**src/dac_host_map.svh**
```systemverilog
// Register offsets, field positions, reset values and timing counts of the DAC host.
// Assumes a 200 MHz clock and a quad parallel DAC on the far side of the pins.
//
// How it works
// - Code load: port select low, load pulse.
// - Range load: port select high, load pulse.
// - Load low, transfer high gives flow-through.
// - Range bits may share low code lines.
// - Host never sends range codes 6 or 7.
// - Drop transfer strobe before dropping read.
`ifndef DAC_HOST_MAP_SVH
`define DAC_HOST_MAP_SVH

`define CODE_W 16
`define RANGE_W 3
`define CHAN_W 3
`define ADDR_W 8
`define DATA_W 32
`define TMR_W 8

`define A_CTRL 8'h00
`define A_CODE 8'h04
`define A_RANGE 8'h08
`define A_CONFIG 8'h0C
`define A_STATUS 8'h10
`define A_READBACK 8'h14

`define CTRL_OP_LSB 0
`define CTRL_CHAN_LSB 3
`define CTRL_PORT_BIT 6
`define CFG_FLOW_BIT 0
`define CFG_STRAP_BIT 1
`define ST_BUSY_BIT 0
`define ST_ERR_BIT 1

`define RANGE_MAX 3'h5
`define CODE_RST 16'h0000
`define RANGE_RST 3'h0

`define CLK_MHZ 200
`define SETUP_NS 15
`define STROBE_NS 30
`define HOLD_NS 10
`define NS_TO_CYC(ns) (((ns) * `CLK_MHZ + 999) / 1000)
`define SETUP_CYC `NS_TO_CYC(`SETUP_NS)
`define STROBE_CYC `NS_TO_CYC(`STROBE_NS)
`define HOLD_CYC `NS_TO_CYC(`HOLD_NS)

`endif

```
**src/dac_host_pkg.sv**
```systemverilog
// Types shared by the DAC host and its phase timer.
// Assumes dac_host_map.svh is on the include path.
`include "dac_host_map.svh"
package dac_host_pkg;

    typedef enum logic [2:0] {
        OP_NONE = 3'h0,
        OP_WR_CODE = 3'h1,
        OP_WR_RANGE = 3'h2,
        OP_UPDATE = 3'h3,
        OP_RD_IN = 3'h4,
        OP_RD_OUT = 3'h5,
        OP_CLEAR = 3'h6,
        OP_RSVD = 3'h7
    } op_e;

    typedef enum logic [2:0] {
        ST_IDLE = 3'h0,
        ST_SETUP = 3'h1,
        ST_STROBE = 3'h2,
        ST_SELECT = 3'h3,
        ST_RELEASE = 3'h4,
        ST_HOLD = 3'h5
    } state_e;

    typedef struct packed {
        logic [`TMR_W-1:0] cnt;
    } tmr_s;

    typedef struct packed {
        state_e state;
        op_e op;
        logic port;
        logic [`CODE_W-1:0] code;
        logic [`RANGE_W-1:0] range;
        logic flow;
        logic strap;
        logic err;
        logic [`CODE_W-1:0] rdbk;
        logic [`DATA_W-1:0] rdata;
        logic [`CODE_W-1:0] code_out;
        logic code_oe_n;
        logic [`RANGE_W-1:0] range_out;
        logic range_oe_n;
        logic [`CHAN_W-1:0] chan_sel;
        logic port_sel;
        logic write_n;
        logic trans;
        logic read;
        logic zero_n;
    } host_s;

endpackage

```
**src/dac_host.sv**
```systemverilog
// Host controller that drives a quad parallel DAC through its pins.
// Assumes pins are synchronous to clk and the DAC keeps its own register rules.
`timescale 1ns/1ps
`default_nettype none
`include "dac_host_map.svh"
module dac_host (
    // Clock and reset.
    input wire logic clk,
    input wire logic rst,
    // Register port.
    input wire logic [`ADDR_W-1:0] addr,
    input wire logic [`DATA_W-1:0] wdata,
    input wire logic wr,
    input wire logic rd,
    output logic [`DATA_W-1:0] rdata,
    // Code pins.
    input wire logic [`CODE_W-1:0] code_bits_in,
    output logic [`CODE_W-1:0] code_bits_out,
    output logic code_bits_oe_n,
    // Range pins.
    input wire logic [`RANGE_W-1:0] range_bits_in,
    output logic [`RANGE_W-1:0] range_bits_out,
    output logic range_bits_oe_n,
    // Control pins.
    output logic [`CHAN_W-1:0] channel_select,
    output logic port_select,
    output logic load_n,
    output logic transfer_strobe,
    output logic read,
    output logic async_zero_n
);

    // ------------------------------------------------------------
    // State and phase timing.
    // ------------------------------------------------------------
    dac_host_pkg::host_s s_q;
    dac_host_pkg::host_s s_d;
    logic go;
    logic refuse;
    logic load;
    logic done;
    logic [`TMR_W-1:0] len;
    dac_host_pkg::op_e req_op;
    logic req_port;

    assign req_op = dac_host_pkg::op_e'(wdata[`CTRL_OP_LSB +: 3]);
    assign req_port = wdata[`CTRL_PORT_BIT];
    assign go = wr && (addr == `A_CTRL) && (s_q.state == dac_host_pkg::ST_IDLE);

    always_comb begin
        refuse = s_q.flow;
        if (req_op == dac_host_pkg::OP_NONE || req_op == dac_host_pkg::OP_RSVD) begin
            refuse = 1'b1;
        end else if (req_op == dac_host_pkg::OP_WR_RANGE) begin
            refuse = refuse || s_q.strap || (s_q.range > `RANGE_MAX);
        end else if (req_op == dac_host_pkg::OP_RD_IN || req_op == dac_host_pkg::OP_RD_OUT) begin
            refuse = refuse || (req_port && s_q.strap);
        end
    end

    assign load = (s_d.state != s_q.state);

    always_comb begin
        len = 8'h01;
        case (s_d.state)
            dac_host_pkg::ST_SETUP: len = 8'(`SETUP_CYC);
            dac_host_pkg::ST_STROBE: len = 8'(`STROBE_CYC);
            dac_host_pkg::ST_SELECT: len = 8'(`STROBE_CYC);
            dac_host_pkg::ST_RELEASE: len = 8'(`HOLD_CYC);
            dac_host_pkg::ST_HOLD: len = 8'(`HOLD_CYC);
            default: len = 8'h01;
        endcase
    end

    phase_timer u_timer (
        .clk(clk),
        .rst(rst),
        .load(load),
        .len(len),
        .done(done)
    );

    // ------------------------------------------------------------
    // Register port and pin sequencer.
    // ------------------------------------------------------------
    always_comb begin
        s_d = s_q;
        s_d.rdata = 32'h0000_0000;
        if (rd) begin
            if (addr == `A_CTRL) begin
                s_d.rdata = {25'h000_0000, s_q.port, s_q.chan_sel, s_q.op};
            end else if (addr == `A_CODE) begin
                s_d.rdata = {16'h0000, s_q.code};
            end else if (addr == `A_RANGE) begin
                s_d.rdata = {29'h0000_0000, s_q.range};
            end else if (addr == `A_CONFIG) begin
                s_d.rdata = {30'h0000_0000, s_q.strap, s_q.flow};
            end else if (addr == `A_STATUS) begin
                s_d.rdata = {30'h0000_0000, s_q.err, (s_q.state != dac_host_pkg::ST_IDLE)};
            end else if (addr == `A_READBACK) begin
                s_d.rdata = {16'h0000, s_q.rdbk};
            end
        end
        if (wr) begin
            if (addr == `A_CODE) begin
                s_d.code = wdata[`CODE_W-1:0];
            end else if (addr == `A_RANGE) begin
                s_d.range = wdata[`RANGE_W-1:0];
            end else if (addr == `A_CONFIG) begin
                s_d.flow = wdata[`CFG_FLOW_BIT];
                s_d.strap = wdata[`CFG_STRAP_BIT];
            end else if (addr == `A_STATUS) begin
                if (wdata[`ST_ERR_BIT]) begin
                    s_d.err = 1'b0;
                end
            end
        end
        case (s_q.state)
            dac_host_pkg::ST_IDLE: begin
                s_d.read = 1'b0;
                s_d.zero_n = 1'b1;
                s_d.range_oe_n = 1'b1;
                s_d.port_sel = 1'b0;
                s_d.code_out = s_q.code;
                s_d.code_oe_n = !s_d.flow;
                s_d.write_n = !s_d.flow;
                s_d.trans = s_d.flow;
                if (go && refuse) begin
                    s_d.err = 1'b1;
                end else if (go) begin
                    s_d.op = req_op;
                    s_d.port = req_port;
                    s_d.chan_sel = wdata[`CTRL_CHAN_LSB +: `CHAN_W];
                    s_d.state = dac_host_pkg::ST_SETUP;
                    s_d.write_n = 1'b1;
                    s_d.trans = 1'b0;
                    s_d.code_oe_n = 1'b1;
                    case (req_op)
                        dac_host_pkg::OP_WR_CODE: begin
                            s_d.port_sel = 1'b0;
                            s_d.code_oe_n = 1'b0;
                        end
                        dac_host_pkg::OP_WR_RANGE: begin
                            s_d.port_sel = 1'b1;
                            s_d.range_out = s_q.range;
                            s_d.range_oe_n = 1'b0;
                        end
                        dac_host_pkg::OP_RD_IN, dac_host_pkg::OP_RD_OUT: begin
                            s_d.port_sel = req_port;
                            s_d.read = 1'b1;
                        end
                        default: begin
                            s_d.port_sel = 1'b0;
                        end
                    endcase
                end
            end
            dac_host_pkg::ST_SETUP: begin
                if (done) begin
                    if (s_q.read) begin
                        s_d.state = dac_host_pkg::ST_SELECT;
                        s_d.trans = (s_q.op == dac_host_pkg::OP_RD_OUT);
                    end else begin
                        s_d.state = dac_host_pkg::ST_STROBE;
                        s_d.write_n = !(s_q.op == dac_host_pkg::OP_WR_CODE ||
                                        s_q.op == dac_host_pkg::OP_WR_RANGE);
                        s_d.trans = (s_q.op == dac_host_pkg::OP_UPDATE);
                        s_d.zero_n = !(s_q.op == dac_host_pkg::OP_CLEAR);
                    end
                end
            end
            dac_host_pkg::ST_STROBE: begin
                if (done) begin
                    s_d.state = dac_host_pkg::ST_HOLD;
                    s_d.write_n = 1'b1;
                    s_d.trans = 1'b0;
                    s_d.zero_n = 1'b1;
                end
            end
            dac_host_pkg::ST_SELECT: begin
                if (done) begin
                    s_d.state = dac_host_pkg::ST_RELEASE;
                    s_d.rdbk = s_q.port ? {13'h0000, range_bits_in} : code_bits_in;
                    s_d.trans = 1'b0;
                end
            end
            dac_host_pkg::ST_RELEASE: begin
                if (done) begin
                    s_d.state = dac_host_pkg::ST_HOLD;
                    s_d.read = 1'b0;
                end
            end
            dac_host_pkg::ST_HOLD: begin
                if (done) begin
                    s_d.state = dac_host_pkg::ST_IDLE;
                    s_d.code_oe_n = 1'b1;
                    s_d.range_oe_n = 1'b1;
                end
            end
            default: begin
                s_d.state = dac_host_pkg::ST_IDLE;
            end
        endcase
    end

    always_ff @(posedge clk) begin
        if (rst) begin
            s_q <= '0;
            s_q.code <= `CODE_RST;
            s_q.range <= `RANGE_RST;
            s_q.code_oe_n <= 1'b1;
            s_q.range_oe_n <= 1'b1;
            s_q.write_n <= 1'b1;
            s_q.zero_n <= 1'b1;
        end else begin
            s_q <= s_d;
        end
    end

    // ------------------------------------------------------------
    // Outputs.
    // ------------------------------------------------------------
    assign rdata = s_q.rdata;
    assign code_bits_out = s_q.code_out;
    assign code_bits_oe_n = s_q.code_oe_n;
    assign range_bits_out = s_q.range_out;
    assign range_bits_oe_n = s_q.range_oe_n;
    assign channel_select = s_q.chan_sel;
    assign port_select = s_q.port_sel;
    assign load_n = s_q.write_n;
    assign transfer_strobe = s_q.trans;
    assign read = s_q.read;
    assign async_zero_n = s_q.zero_n;

    // ------------------------------------------------------------
    // Checks.
    // ------------------------------------------------------------
    a_code_load_port: assert property (@(posedge clk) disable iff (rst)
        (!load_n && !port_select && !read) |-> !code_bits_oe_n && range_bits_oe_n)
        else $error("code load without driven code pins");

    a_range_load_port: assert property (@(posedge clk) disable iff (rst)
        (!load_n && port_select) |-> !range_bits_oe_n && code_bits_oe_n && !read)
        else $error("range load without driven range pins");

    a_flow_through: assert property (@(posedge clk) disable iff (rst)
        (!load_n && transfer_strobe) |-> s_q.flow && !read && !code_bits_oe_n)
        else $error("flow-through entered outside flow mode");

    a_ports_exclusive: assert property (@(posedge clk) disable iff (rst)
        !(!code_bits_oe_n && !range_bits_oe_n) && !(read && !code_bits_oe_n)
        && !(read && !range_bits_oe_n))
        else $error("two drivers on shared data lines");

    a_range_legal: assert property (@(posedge clk) disable iff (rst)
        $fell(load_n) && port_select |-> range_bits_out <= `RANGE_MAX)
        else $error("reserved range code sent");

    a_read_release: assert property (@(posedge clk) disable iff (rst)
        $fell(read) |-> !transfer_strobe && !$past(transfer_strobe))
        else $error("read dropped while transfer strobe high");

    a_strobe_width: assert property (@(posedge clk) disable iff (rst)
        $fell(load_n) && !s_q.flow |-> !load_n [*6] ##1 load_n)
        else $error("load strobe width wrong");

endmodule
`default_nettype wire

```
**src/phase_timer.sv**
```systemverilog
// Down counter that times each pin phase of the DAC host.
// Assumes load is pulsed in the last cycle before every phase, as its state is entered.
`timescale 1ns/1ps
`default_nettype none
`include "dac_host_map.svh"
module phase_timer (
    // Clock and reset.
    input wire logic clk,
    input wire logic rst,
    // Phase control.
    input wire logic load,
    input wire logic [`TMR_W-1:0] len,
    output logic done
);

    dac_host_pkg::tmr_s t_q;
    dac_host_pkg::tmr_s t_d;

    always_comb begin
        t_d = t_q;
        if (load) begin
            t_d.cnt = len - 8'h01;
        end else if (t_q.cnt != 8'h00) begin
            t_d.cnt = t_q.cnt - 8'h01;
        end
    end

    always_ff @(posedge clk) begin
        if (rst) begin
            t_q <= '0;
        end else begin
            t_q <= t_d;
        end
    end

    assign done = (t_q.cnt == 8'h00);

endmodule
`default_nettype wire

```
**config.mk**
```make
export PLATFORM = sky130hd
export DESIGN_NAME = dac_host
export DESIGN_NICKNAME = d
export VERILOG_FILES = /design/src/dac_host_pkg.sv /design/src/dac_host.sv /design/src/phase_timer.sv
export VERILOG_INCLUDE_DIRS = /design/src
export SDC_FILE = /design/constraint.sdc
export NUM_CORES = 1
export LEC_CHECK = 0
export BUFFER_PORTS_ARGS = -buffer_cell sky130_fd_sc_hd__buf_2
export CAP_MARGIN = 5
export CORE_ASPECT_RATIO = 1.4
export CORE_MARGIN = 2
export CORE_UTILIZATION = 30
export DETAILED_ROUTE_END_ITERATION = 12
export PLACE_DENSITY = 0.57
export SLEW_MARGIN = 10
export SYNTH_ARGS = -nofsm -noshare
export SYNTH_HDL_FRONTEND = slang
export SYNTH_SLANG_ARGS = --single-unit
export TNS_END_PERCENT = 50
```
**constraint.sdc**
```tcl
create_clock -name clk -period 3.2 [get_ports clk]
set_clock_uncertainty 0.15 [all_clocks]
set_input_delay 0 -clock clk [delete_from_list [all_inputs] [get_ports clk]]
set_output_delay 0 -clock clk [all_outputs]
set_load 0.02 [all_outputs]
```
* Word-level counts from Yosys, hierarchy flattened
Index checks and enable logic that the tools add are counted.
** Cells by class
- Bitwise gates (word level) :: 4
- Add/sub/neg operators :: 2
- Reduce and logical (&&, ||, !) cells :: 41
- Eq/ne operators :: 32
- Magnitude comparators :: 1
- Muxes and demuxes :: 50
** Operators with widths (count)
- $mux 16 :: 6
- $eq 3x3->1 const B :: 9
- $mux 12 :: 2
- $eq 3x2->1 const B :: 7
- $mux 3 :: 7
- $mux 7 :: 3
- $mux 1 :: 17
- $eq 8x4->1 const B :: 2
- $eq 8x5->1 const B :: 2
- $logic_not 8->1 :: 2
- $mux 8 :: 2
- $reduce_and 4->1 :: 4
- $pmux 3 s5 :: 1
- $eq 3x1->1 const B :: 4
- $ne 2x2->1 const B :: 6
- $reduce_or 2->1 :: 5
- $pmux 3 s3 :: 1
- $eq 8x3->1 const B :: 1
- $pmux 1 s2 :: 4
- $reduce_and 2->1 :: 4
- $reduce_bool 8->1 :: 1
- $sub 8x1->8 const B :: 1
- $reduce_or 7->1 :: 1
- $logic_not 3->1 :: 2
- 16 further kinds :: 36
** Word-level totals
- Logic and storage cells :: 153
- Input bits :: 63
- Register bits :: 114
- Output and inout bits :: 61

* Depth between registers and ports, before layout
Gate-level depths: netlist (run 1).
- Word-level depth :: 13
- Gate-level depth with buffers :: 10

* By module
A second synthesis (run 1) with hierarchy kept.
** Second synthesis, totals
- Cells, all modules :: 563
- Area, all modules :: 4885.9 µm²
** Modules (own cells, without submodules)
- dac_host :: times used 1, area each 4385.5 µm², seq. area each 1801.7 µm², cells each 508
- phase_timer :: times used 1, area each 500.5 µm², seq. area each 160.2 µm², cells each 55

* Worst setup path after synthesis (run 1)
Ideal clock, no wire load.
- Path kind :: flip-flop to flip-flop
- From :: register u_timer.t_q[0] (netlist name)
- To :: register s_q[69] (netlist name)
- Slack :: 1261 ps
- Clock period less this slack :: 1939 ps
- Arrival :: 1719 ps
- Data required time :: 2980 ps
- Buffers on the path :: 3
- Cell stages (with the launch flop) :: 11
- Library setup time :: 70 ps
- Cells stage by stage :: dfxtp_1 -> inv_1 -> ha_1 -> nor4b_4 -> and2_1 -> buf_4 -> and3_1 -> buf_4 -> buf_6 -> nand3b_1 -> a21oi_1
** Between the ends
- Word-level cells in the longest chain between the ends :: 2
** RTL lines
- start: declaration :: RTL line phase_timer.sv:16 : dac_host_pkg::tmr_s t_q;
- start signal: assignment :: RTL line phase_timer.sv:32 : t_q <= t_d;
- $logic_not 8->1 :: RTL line phase_timer.sv:36 : assign done = (t_q.cnt == 8'h00);
- $reduce_and 2->1 (no line)
- end: declaration :: RTL line dac_host.sv:36 : dac_host_pkg::host_s s_q;
No other way between the ends.
A chain may end at the register's enable or synchronous reset.

* Final worst setup path (run 1)
- From :: input addr[1]
- To :: register s_q[95] (netlist name)
** Between the ends
- Word-level cells in the longest chain between the ends :: 2
** RTL lines
- start: declaration :: RTL line dac_host.sv:11 : input wire logic [`ADDR_W-1:0] addr,
- $eq 8x3->1 (no line)
- $reduce_and 2->1 (no line)
No other way between the ends.

==> results of run 1 <==
-- cell type report --
type / instances / share of cell area, %
Inverter: 6 / 0.396
Tap cell: 192 / 4.22
Multi-Input combinational cell: 379 / 37.6
Clock inverter: 6 / 1.58
Sequential cell: 98 / 34.5
Clock buffer: 10 / 4.02
Timing Repair Buffer: 148 / 17.7
-- worst max-delay path, cell delays in order --
cell and delay [ns]:
dlygate4sd3_1 0.54, buf_2 0.14, or4b_4 0.57, nor3b_4 0.37, and2_1 0.58, nand2_1 0.14
a21oi_1 0.15, dlygate4sd3_1 0.56
-- kinds of logic after synthesis --
kind of cell	count (synthesis)
simple gates	217
compound gates	116
fa+ha+maj	1
buf+inv	93
other cells	1
mux	25
flops	98
xor+xnor	4
-- layer usage --
metal  vias to the layer above  track usage (%)
met1                      1920             17.0
met4                         0             6.15
li1                       2001                -
met3                        22             3.53
met5                         -                0
met2                       127             27.4
-- cell usage after synthesis (3+ instances only) --
| cell | n |
|---|---|
| a31oi_1 | 3 |
| buf_4 | 57 |
| a21oi_1 | 65 |
| nor2_1 | 55 |
| nor3_1 | 10 |
| nor2b_1 | 3 |
| o21ai_0 | 12 |
| o21a_1 | 3 |
| nand3_1 | 3 |
| o22ai_1 | 3 |
| nand2b_1 | 5 |
| inv_1 | 6 |
| buf_6 | 3 |
| nand4_1 | 4 |
| a22oi_1 | 14 |
| dfxtp_1 | 98 |
| nand2_1 | 95 |
| clkbuf_1 | 19 |
| or3_1 | 7 |
| mux2i_1 | 24 |
| a211oi_1 | 4 |
| xnor2_1 | 4 |
| nand3b_1 | 16 |
| buf_2 | 6 |
-- stage by stage --
stage          power, mW  hold slack (ns)  instances  worst slack, ns  utilization (%)
6_report            3.03           0.0100        839            0.279             37.8
5_1_grt             3.17           0.0438        839            0.153             37.8
4_1_cts             3.04          0.00118        839            0.310             37.8
3_5_place_dp        1.84            0.105        773            0.775             32.4
3_3_place_gp        1.83            0.104        773            0.853             32.4
2_1_floorplan       1.72          -0.0140        570             1.26                -
-- registers in the layout (all words and copies together) (netlist names), 3 cells and up --
signal	flops
channel_select	3
code_bits_out	16
range_bits_out	3
rdata	16
u_timer.t_q	8
s_q	45
-- what timing repair did --
action / 4_1_cts / 5_1_grt
gates resized for setup: 0 / 0
endpoints found under the hold margin: 61 / 0
hold buffers: 50 / 0
-- power breakdown --
part           internal [mW]  switching (mW)  leakage [nW]
registers               1.26          0.0473         0.791
logic                  0.252           0.308          1.23
clock network          0.688           0.478         0.153
total                   2.20           0.833          2.17
-- path summary, 6_finish.rpt --
| check | end | slack (ns) | cells after the start |
|---|---|---|---|
| setup / recovery | s_q[95] | 0.28 | 8 |
| hold / removal | rdata[3] | 0.01 | 4 |
| setup reg to reg | s_q[67] | 0.77 | 7 |
| hold reg to reg | s_q[74] | 0.30 | 2 |
==> flow_summary_export.csv, run 1 <==
group,metric,value,unit
route,drtIter0Drc,477,
sta,rsz0062_at_grt,"false",
clock_tree,cts_post_setup_buffers_inserted,0,
clock_tree,htreeDepth,3,
sta,hold_viol,0,
route,routed.top_layer,"met4",
clock_tree,clock_path_buffers,2,
synthesis,synth_top_cell_by_area,"dfxtp_1",
synthesis,dominantRegCellSynth,"dfxtp_1",
floorplan,die_x,109,um
global_route,first_global_vias,3876,
floorplan,start_util,30.8,%
final_layout,mostFrequentLayoutCell,"dfxtp_1",
critical_path,crit_fanout,16,
placed_design,port_buffers,91,
clock_tree,root_buffer,"clkbuf_16",
final_layout,num_antenna_cells,0,
synthesis,synth_edf_count,0,
route,first_pass_iters,4,
floorplan,die_h,151,um
final_layout,final_nets,706,
final_layout,final_area,5690,um^2
sta,setup_tns,0,ns
synthesis,synth_seq_cells,98,
critical_path,startpoint,"addr[1]",
synthesis,yosys.area_share.simple,23.2,%
critical_path,crit_arrival,3.06,ns
synthesis,yosys-top-cells-area,"dfxtp_1, buf_4, nand2_1, a21oi_1, mux2i_1",
final_layout,drive_above_1_share,19.8,%
synthesis,synth_xor_area_share,0.756,%
route,drc,0,
route,viasPerCell,4.85,
route,wl_per_cell,14.8,um
pwr,p_per_area,533,nW/um^2
final_layout,fillers,1523,
global_route,grt_pass1_wl,19300,um
pwr,leakagePower,2.17,nW
synthesis,ys_seq_area_share,42.4,%
floorplan,io_pins,124,
sta,fmax,0.342,GHz
sta,min_period,2.92,ns
final_layout,multiInputGateArea,2140,um^2
global_route,grt_max_degree,52,
clock_tree,cts_tree,"done",
synthesis,yosys.area_share.adder,0.270,%
floorplan,core,15100,um^2
clock_tree,cts_sinks,98,
final_layout,mostFrequentLayoutCells,"dfxtp_1, nand2_1, buf_2",
synthesis,synth_top_family_by_area,"simple AND/OR/NAND/NOR gates",
synthesis,synth_compound_area_share,15.1,%
synthesis,synthMuxAreaShare,5.43,%
synthesis,synth_top_area_share,42.4,%
sta,worst_pin_slew,0.744,ns
floorplan,die_area,16500,um^2
critical_path,required,3.34,ns
pwr,peakVddDrop,298,uV
placed_design,place_area,4870,um^2
global_route,grt_antenna_before_repair,0,
route,via_count,4070,
route,wl_met3,710,um
critical_path,cp-start-kind,"input port",
floorplan,rows,53,
clock_tree,cts-buffers-inserted,9,
route,wl_met1,5000,um
synthesis,synthesis.area,4630,um^2
synthesis,async_reset_ff_share,0,%
route,finalWirelength,12400,um
sta,fin_crit_sh,91.3,%
worst_hold_path,hold_class,"in2reg",
critical_path,crit_path_end_kind,"flop",
placed_design,place_hpwl,8650,um
placed_design,gp_congestion,0.851,
critical_path,r2r-start,"u_timer.t_q[0]",
clock_tree,cts.clk_slew.worst_paths,0.06,ns
clock_tree,clock_latency,0.35,ns
synthesis,synth-warning-count,0,
synthesis,synth_cells,555,
synthesis,syn_area_per_cell,8.35,um^2
global_route,grt.overflow.total,0,
worst_hold_path,worstHoldStart,"addr[4]",
sta,setup_violations,0,
synthesis,synth_cell_type_count,52,
sta,slew_headroom,50.4,%
final_layout,area_delta_synth_final,22.9,%
global_route,grt_usage,15.2,%
route,postRouteAntennaNets,0,
sta,drv_slew,0,
route,dr_wl_met2,6360,um
final_layout,seqCellArea,1960,um^2
critical_path,path_class,"in2reg",
run,max_cap_viol_count,0,
outcome,status,"finished clean",
No activity file was read; power rests on OpenSTA's default activity.
==> run 2: changes to the inputs <==
--- a/config.mk
+++ b/config.mk
@@ -13,6 +13,7 @@
 export CORE_UTILIZATION = 30
 export DETAILED_ROUTE_END_ITERATION = 12
 export PLACE_DENSITY = 0.57
+export SETUP_SLACK_MARGIN = 0.4
 export SLEW_MARGIN = 10
 export SYNTH_ARGS = -nofsm -noshare
 export SYNTH_HDL_FRONTEND = slang
==> run 2 against run 1 <==
  * Sequential cell count unchanged
  * Largest cell class unchanged
  * Wire length rose by 0.28%
  * Non-clock buffer count is the same
  * Largest power group unchanged
  * Global-route usage rose by 0.054 points
  * Fmax is 12% higher
  * Setup slack gained 0.31 ns
==> flow_summary_export.csv, run 2 (synthesized netlist as in run 1, its figures left out) <==
group,metric,value,unit
worst_hold_path,hold_end,"rdata[3]",
critical_path,r2r_cells,7,
global_route,grt_usage,15.3,%
global_route,first_global_vias,3890,
final_layout,regMostFlops,"s_q",
critical_path,crit_arrival,2.75,ns
pwr,leakagePower,2.17,nW
pwr,peakVddDrop,296,uV
floorplan,start_util,30.8,%
floorplan,io_pins,124,
route,via_count,4074,
floorplan,die_h,151,um
placed_design,port_buffers,91,
final_layout,final_nets,706,
sta,hold_viol,0,
sta,fin_crit_sh,81.6,%
floorplan,die_area,16500,um^2
floorplan,core,15100,um^2
final_layout,instances_no_fill,839,
global_route,grt_antenna_before_repair,0,
sta,setup_tns,0,ns
route,wl_per_cell,14.8,um
final_layout,mostFrequentLayoutCells,"dfxtp_1, nand2_1, buf_2",
clock_tree,cts.clk_slew.worst_paths,0.06,ns
critical_path,crit_fanout,16,
sta,min_period,2.61,ns
final_layout,largest_reg_flops,45,
sta,fin_ws,0.589,ns
global_route,grt_pass1_wl,19300,um
clock_tree,cts_post_setup_buffers_inserted,0,
route,postRouteAntennaNets,0,
final_layout,seqCellArea,1960,um^2
global_route,grt_max_degree,52,
final_layout,mostFrequentLayoutCell,"dfxtp_1",
sta,drv_slew,0,
worst_hold_path,min_path_cells,4,
floorplan,rows,53,
sta,fmax,0.383,GHz
critical_path,reg2reg_to,"s_q[67]",
placed_design,dp.cells,773,
placed_design,gp_congestion,0.851,
sta,worst_pin_slew,0.749,ns
sta,rsz0062_at_grt,"false",
pwr,p_per_area,532,nW/um^2
clock_tree,root_buffer,"clkbuf_16",
outcome,status,"finished clean",
route,drc,0,
global_route,grt.overflow.total,0,
sta,slew_headroom,50.1,%
final_layout,multiInputGateArea,2140,um^2
critical_path,required,3.34,ns
critical_path,r2r-start,"u_timer.t_q[0]",
final_layout,fin_util,37.8,%
route,drtIter0Drc,408,
route,viasPerCell,4.86,
clock_tree,clock_path_buffers,2,
final_layout,area_delta_synth_final,22.9,%
worst_hold_path,worstHoldStart,"addr[4]",
final_layout,num_antenna_cells,0,
final_layout,drive_above_1_share,19.8,%
route,first_pass_iters,5,
critical_path,cp-start-kind,"input port",
critical_path,crit_path_end_kind,"flop",
placed_design,place_hpwl,8650,um
critical_path,path_class,"in2reg",
route,finalWirelength,12400,um
clock_tree,cts_tree,"done",
run,max_cap_viol_count,0,
floorplan,die_x,109,um
final_layout,fillers,1522,
clock_tree,htreeDepth,3,
worst_hold_path,hold_class,"in2reg",
clock_tree,cts-buffers-inserted,9,
clock_tree,cts_sinks,98,
sta,setup_violations,0,
critical_path,r2r_slack,0.78,ns
placed_design,dp_slack,0.775,ns
clock_tree,clock_latency,0.35,ns
run 2: cell counts in the layout (fill, tap and decap cells not counted):
No cell type changed its count.
run 2: power by group:
part | total (mW) | internal, mW | leakage [nW] | switching (mW)
Combinational | 0.560 | 0.252 | 1.23 | 0.308
Sequential | 1.31 | 1.26 | 0.791 | 0.0474
Clock | 1.16 | 0.688 | 0.153 | 0.473
run 2: how the worst max path moves through the flow:
stage              startpoint             end
6_report              addr[6]         s_q[95]
5_1_grt               addr[6]         s_q[91]
4_1_cts               addr[6]         s_q[97]
3_5_place_dp   u_timer.t_q[0]         s_q[72]
3_3_place_gp         s_q[105]  u_timer.t_q[2]
2_1_floorplan  u_timer.t_q[0]         s_q[69]
run 2: repair_timing:
action                                  CTS  global route
hold endpoints to repair                 61             0
hold buffers                             50             0
resized for setup                         0             0
endpoints found under the setup margin    0             0
run 2: critical path, cell delays in order:
cell,delay [ns]
dlygate4sd3_1,0.56
buf_2,0.14
nor3_1,0.20
nor3b_4,0.41
and2_1,0.59
nand2_1,0.15
a21oi_1,0.15
dlygate4sd3_1,0.55
run 2: metal layers:
layer / vias to the layer above / GRT usage [%] / wire length (um)
met2: 121 / 27.5 / 6390
met4: 0 / 6.22 / 337
met5: - / 0 / 0
li1: 2003 / - / -
met3: 24 / 3.53 / 678
met1: 1926 / 17.1 / 5030
run 2: area by class of cell:
type                    count  area share (%)
inverters                   6           0.396
flip-flops and latches     98            34.5
clock buffers              10            4.02
repair buffers            148            17.7
well taps                 192            4.22
multi-input cells         379            37.6
clock inverters             6            1.58
run 2: per-stage QoR:
stage	area [um^2]	power, mW	hold slack (ns)
2_1_floorplan	4690	1.72	-0.0140
3_3_place_gp	4870	1.83	0.104
3_5_place_dp	4870	1.84	0.105
4_1_cts	5690	3.04	0.00118
5_1_grt	5690	3.17	0.0445
6_report	5690	3.03	0.0121
==> run 3: changes to the inputs <==
==> constraint.sdc (replaced) <==
create_clock -name clk -period 2.5 [get_ports clk]
set_clock_uncertainty 0.15 [all_clocks]
set_input_delay 0 -clock clk [delete_from_list [all_inputs] [get_ports clk]]
set_output_delay 0 -clock clk [all_outputs]
set_load 0.02 [all_outputs]
==> run 3 against run 2 <==
  * The flow now finishes with violations (hold timing)
  * Total power up 30%
  * Count of clock-buffer cells in the layout down 1
  * Cell count grew 1.3%
  * Critical path depth unchanged
  * Register-to-register slack lost 0.30 ns
  * Wire length shrank 0.94%
  * Critical endpoint is now u_timer.t_q[0]
  * Global-route usage shrank 0.75 points
  * Sequential power is 27% higher
==> flow_summary_export.csv, run 3 (synthesized netlist as in run 1, its figures left out) <==
group,metric,value,unit
outcome,status,"complete, but fails checks",
outcome,violations,"hold timing",
pwr,power.total,3.94,mW
clock_tree,cts.clk_slew.worst_paths,0.07,ns
critical_path,max_stage_delay,0.53,ns
final_layout,largest_reg_flops,45,
critical_path,crit_fanout,7,
global_route,grt_antenna_before_repair,0,
critical_path,cp-start-kind,"input port",
floorplan,rows,53,
clock_tree,cts_sinks,98,
sta,min_period,2.04,ns
clock_tree,clock_path_buffers,2,
global_route,grt.overflow.total,0,
final_layout,drive_above_1_share,23.4,%
route,viasPerCell,4.78,
route,finalWirelength,12300,um
pwr,p_per_area,679,nW/um^2
sta,slew_headroom,61.4,%
sta,fin_hold_ws,-0.0530,ns
critical_path,required,2.61,ns
clock_tree,htreeDepth,3,
route,via_count,4061,
critical_path,path_class,"in2reg",
placed_design,dp.cells,784,
final_layout,num_antenna_cells,0,
global_route,first_global_vias,3745,
placed_design,dp_slack,0.332,ns
placed_design,place_hpwl,8780,um
floorplan,io_pins,124,
critical_path,reg2reg_to,"u_timer.t_q[2]",
floorplan,die_x,109,um
critical_path,cpLargestDelayFamily,"simple AND/OR/NAND/NOR gates",
route,drtIter0Drc,223,
floorplan,die_h,151,um
route,first_pass_iters,4,
sta,setup_tns,0,ns
clock_tree,clock_latency,0.35,ns
critical_path,crit_chain,"dlygate4sd3_1, buf_4, or3b_4, a21boi_4, nor3_4, buf_4, or4_1, o31ai_1",
clock_tree,root_buffer,"clkbuf_16",
floorplan,core,15100,um^2
pwr,peakVddDrop,357,uV
worst_hold_path,min_path_cells,3,
floorplan,die_area,16500,um^2
sta,fmax,0.489,GHz
final_layout,seqCellArea,1960,um^2
run,max_cap_viol_count,0,
floorplan,start_util,30.8,%
pwr,leakagePower,2.21,nW
critical_path,crit_top_cell,"buf_4",
clock_tree,cts-buffers-inserted,9,
sta,worst_pin_slew,0.577,ns
worst_hold_path,worstHoldStart,"wdata[2]",
critical_path,r2r_cells,8,
clock_tree,cts_tree,"done",
final_layout,area_delta_synth_final,25.1,%
sta,drv_slew,0,
global_route,grt_max_degree,41,
final_layout,multiInputGateArea,2180,um^2
final_layout,final_nets,717,
final_layout,regMostFlops,"s_q",
placed_design,port_buffers,91,
sta,rsz0062_at_grt,"true",
final_layout,fillers,1518,
route,drc,0,
sta,fin_crit_sh,81.8,%
critical_path,crit_buf_inv,3,
global_route,grt_pass1_wl,18500,um
worst_hold_path,hold_class,"in2reg",
route,postRouteAntennaNets,0,
final_layout,instances_no_fill,850,
critical_path,worst_path_max_delay_cell,"dlygate4sd3_1",
route,wl_per_cell,14.5,um
critical_path,crit_arrival,2.15,ns
placed_design,gp_congestion,0.852,
worst_hold_path,hold_end,"read",
final_layout,fin_util,38.5,%
sta,setup_violations,0,
global_route,grt_usage,14.5,%
sta,hold_viol,1,
final_layout,mostFrequentLayoutCells,"dfxtp_1, nand2_1, buf_2",
critical_path,crit_path_end_kind,"flop",
sta,fin_ws,0.455,ns
critical_path,r2r-start,"u_timer.t_q[0]",
critical_path,r2r_slack,0.48,ns
final_layout,mostFrequentLayoutCell,"dfxtp_1",
[run 3: cell count changes in the layout (fill, tap and decap cells not counted), sizes merged]
cell,change
inv,+1
buf,+18
clkinvlp,+1
dlygate4sd3,-8
bufinv,-1
[run 3: report_power, final]
part	leakage (nW)	internal (mW)	switching (mW)	total, mW
combinational	1.27	0.413	0.438	0.852
clock	0.142	0.783	0.631	1.41
sequential	0.791	1.61	0.0592	1.67
[run 3: layout make-up]
type / count / share of cell area (%)
flip-flops and latches: 98 / 33.8
clock inverters: 7 / 1.32
well taps: 192 / 4.14
inverters: 6 / 0.389
clock buffers: 9 / 3.89
repair buffers: 159 / 18.8
multi-input cells: 379 / 37.6
[run 3: routing by layer]
metal | part of all wire (%) | wire (um) | vias up | GRT usage (%)
li1 | - | - | 2030 | -
met1 | 41 | 5090 | 1905 | 16.4
met2 | 51 | 6270 | 113 | 25.7
met3 | 5.7 | 703 | 13 | 3.83
met4 | 2.1 | 255 | 0 | 5.83
met5 | 0 | 0 | - | 0
[run 3: worst max path at each step]
stage,start,endpoint,depth (start not counted)
2_1_floorplan,u_timer.t_q[0],s_q[69],10
3_3_place_gp,s_q[105],s_q[99],6
3_5_place_dp,s_q[105],s_q[99],6
4_1_cts,s_q[81],u_timer.t_q[0],6
5_1_grt,addr[1],s_q[82],8
6_report,wdata[0],u_timer.t_q[0],8
[run 3: what timing repair did]
action	in CTS	in global routing
buffers inserted	2	6
endpoints found under the setup margin	21	29
hold buffers	41	1
gates resized for setup	2	11
pin swaps	1	4
hold endpoints to repair	57	1
[run 3: worst register-to-register path: stages, from the launching register on]
cell and delay (ns):
dfxtp_1 0.31, inv_1 0.09, ha_2 0.20, nor4b_4 0.23, buf_4 0.21, nand2_2 0.13, o22ai_4 0.23, nor2_1 0.09
mux2_2 0.29
[run 3: metrics by stage]
stage | cell area (um^2) | hold WS [ns]
2_1_floorplan | 4690 | -0.0140
3_3_place_gp | 4970 | 0.105
3_5_place_dp | 4970 | 0.100
4_1_cts | 5700 | -0.0907
5_1_grt | 5800 | 0.00907
6_report | 5800 | -0.0530
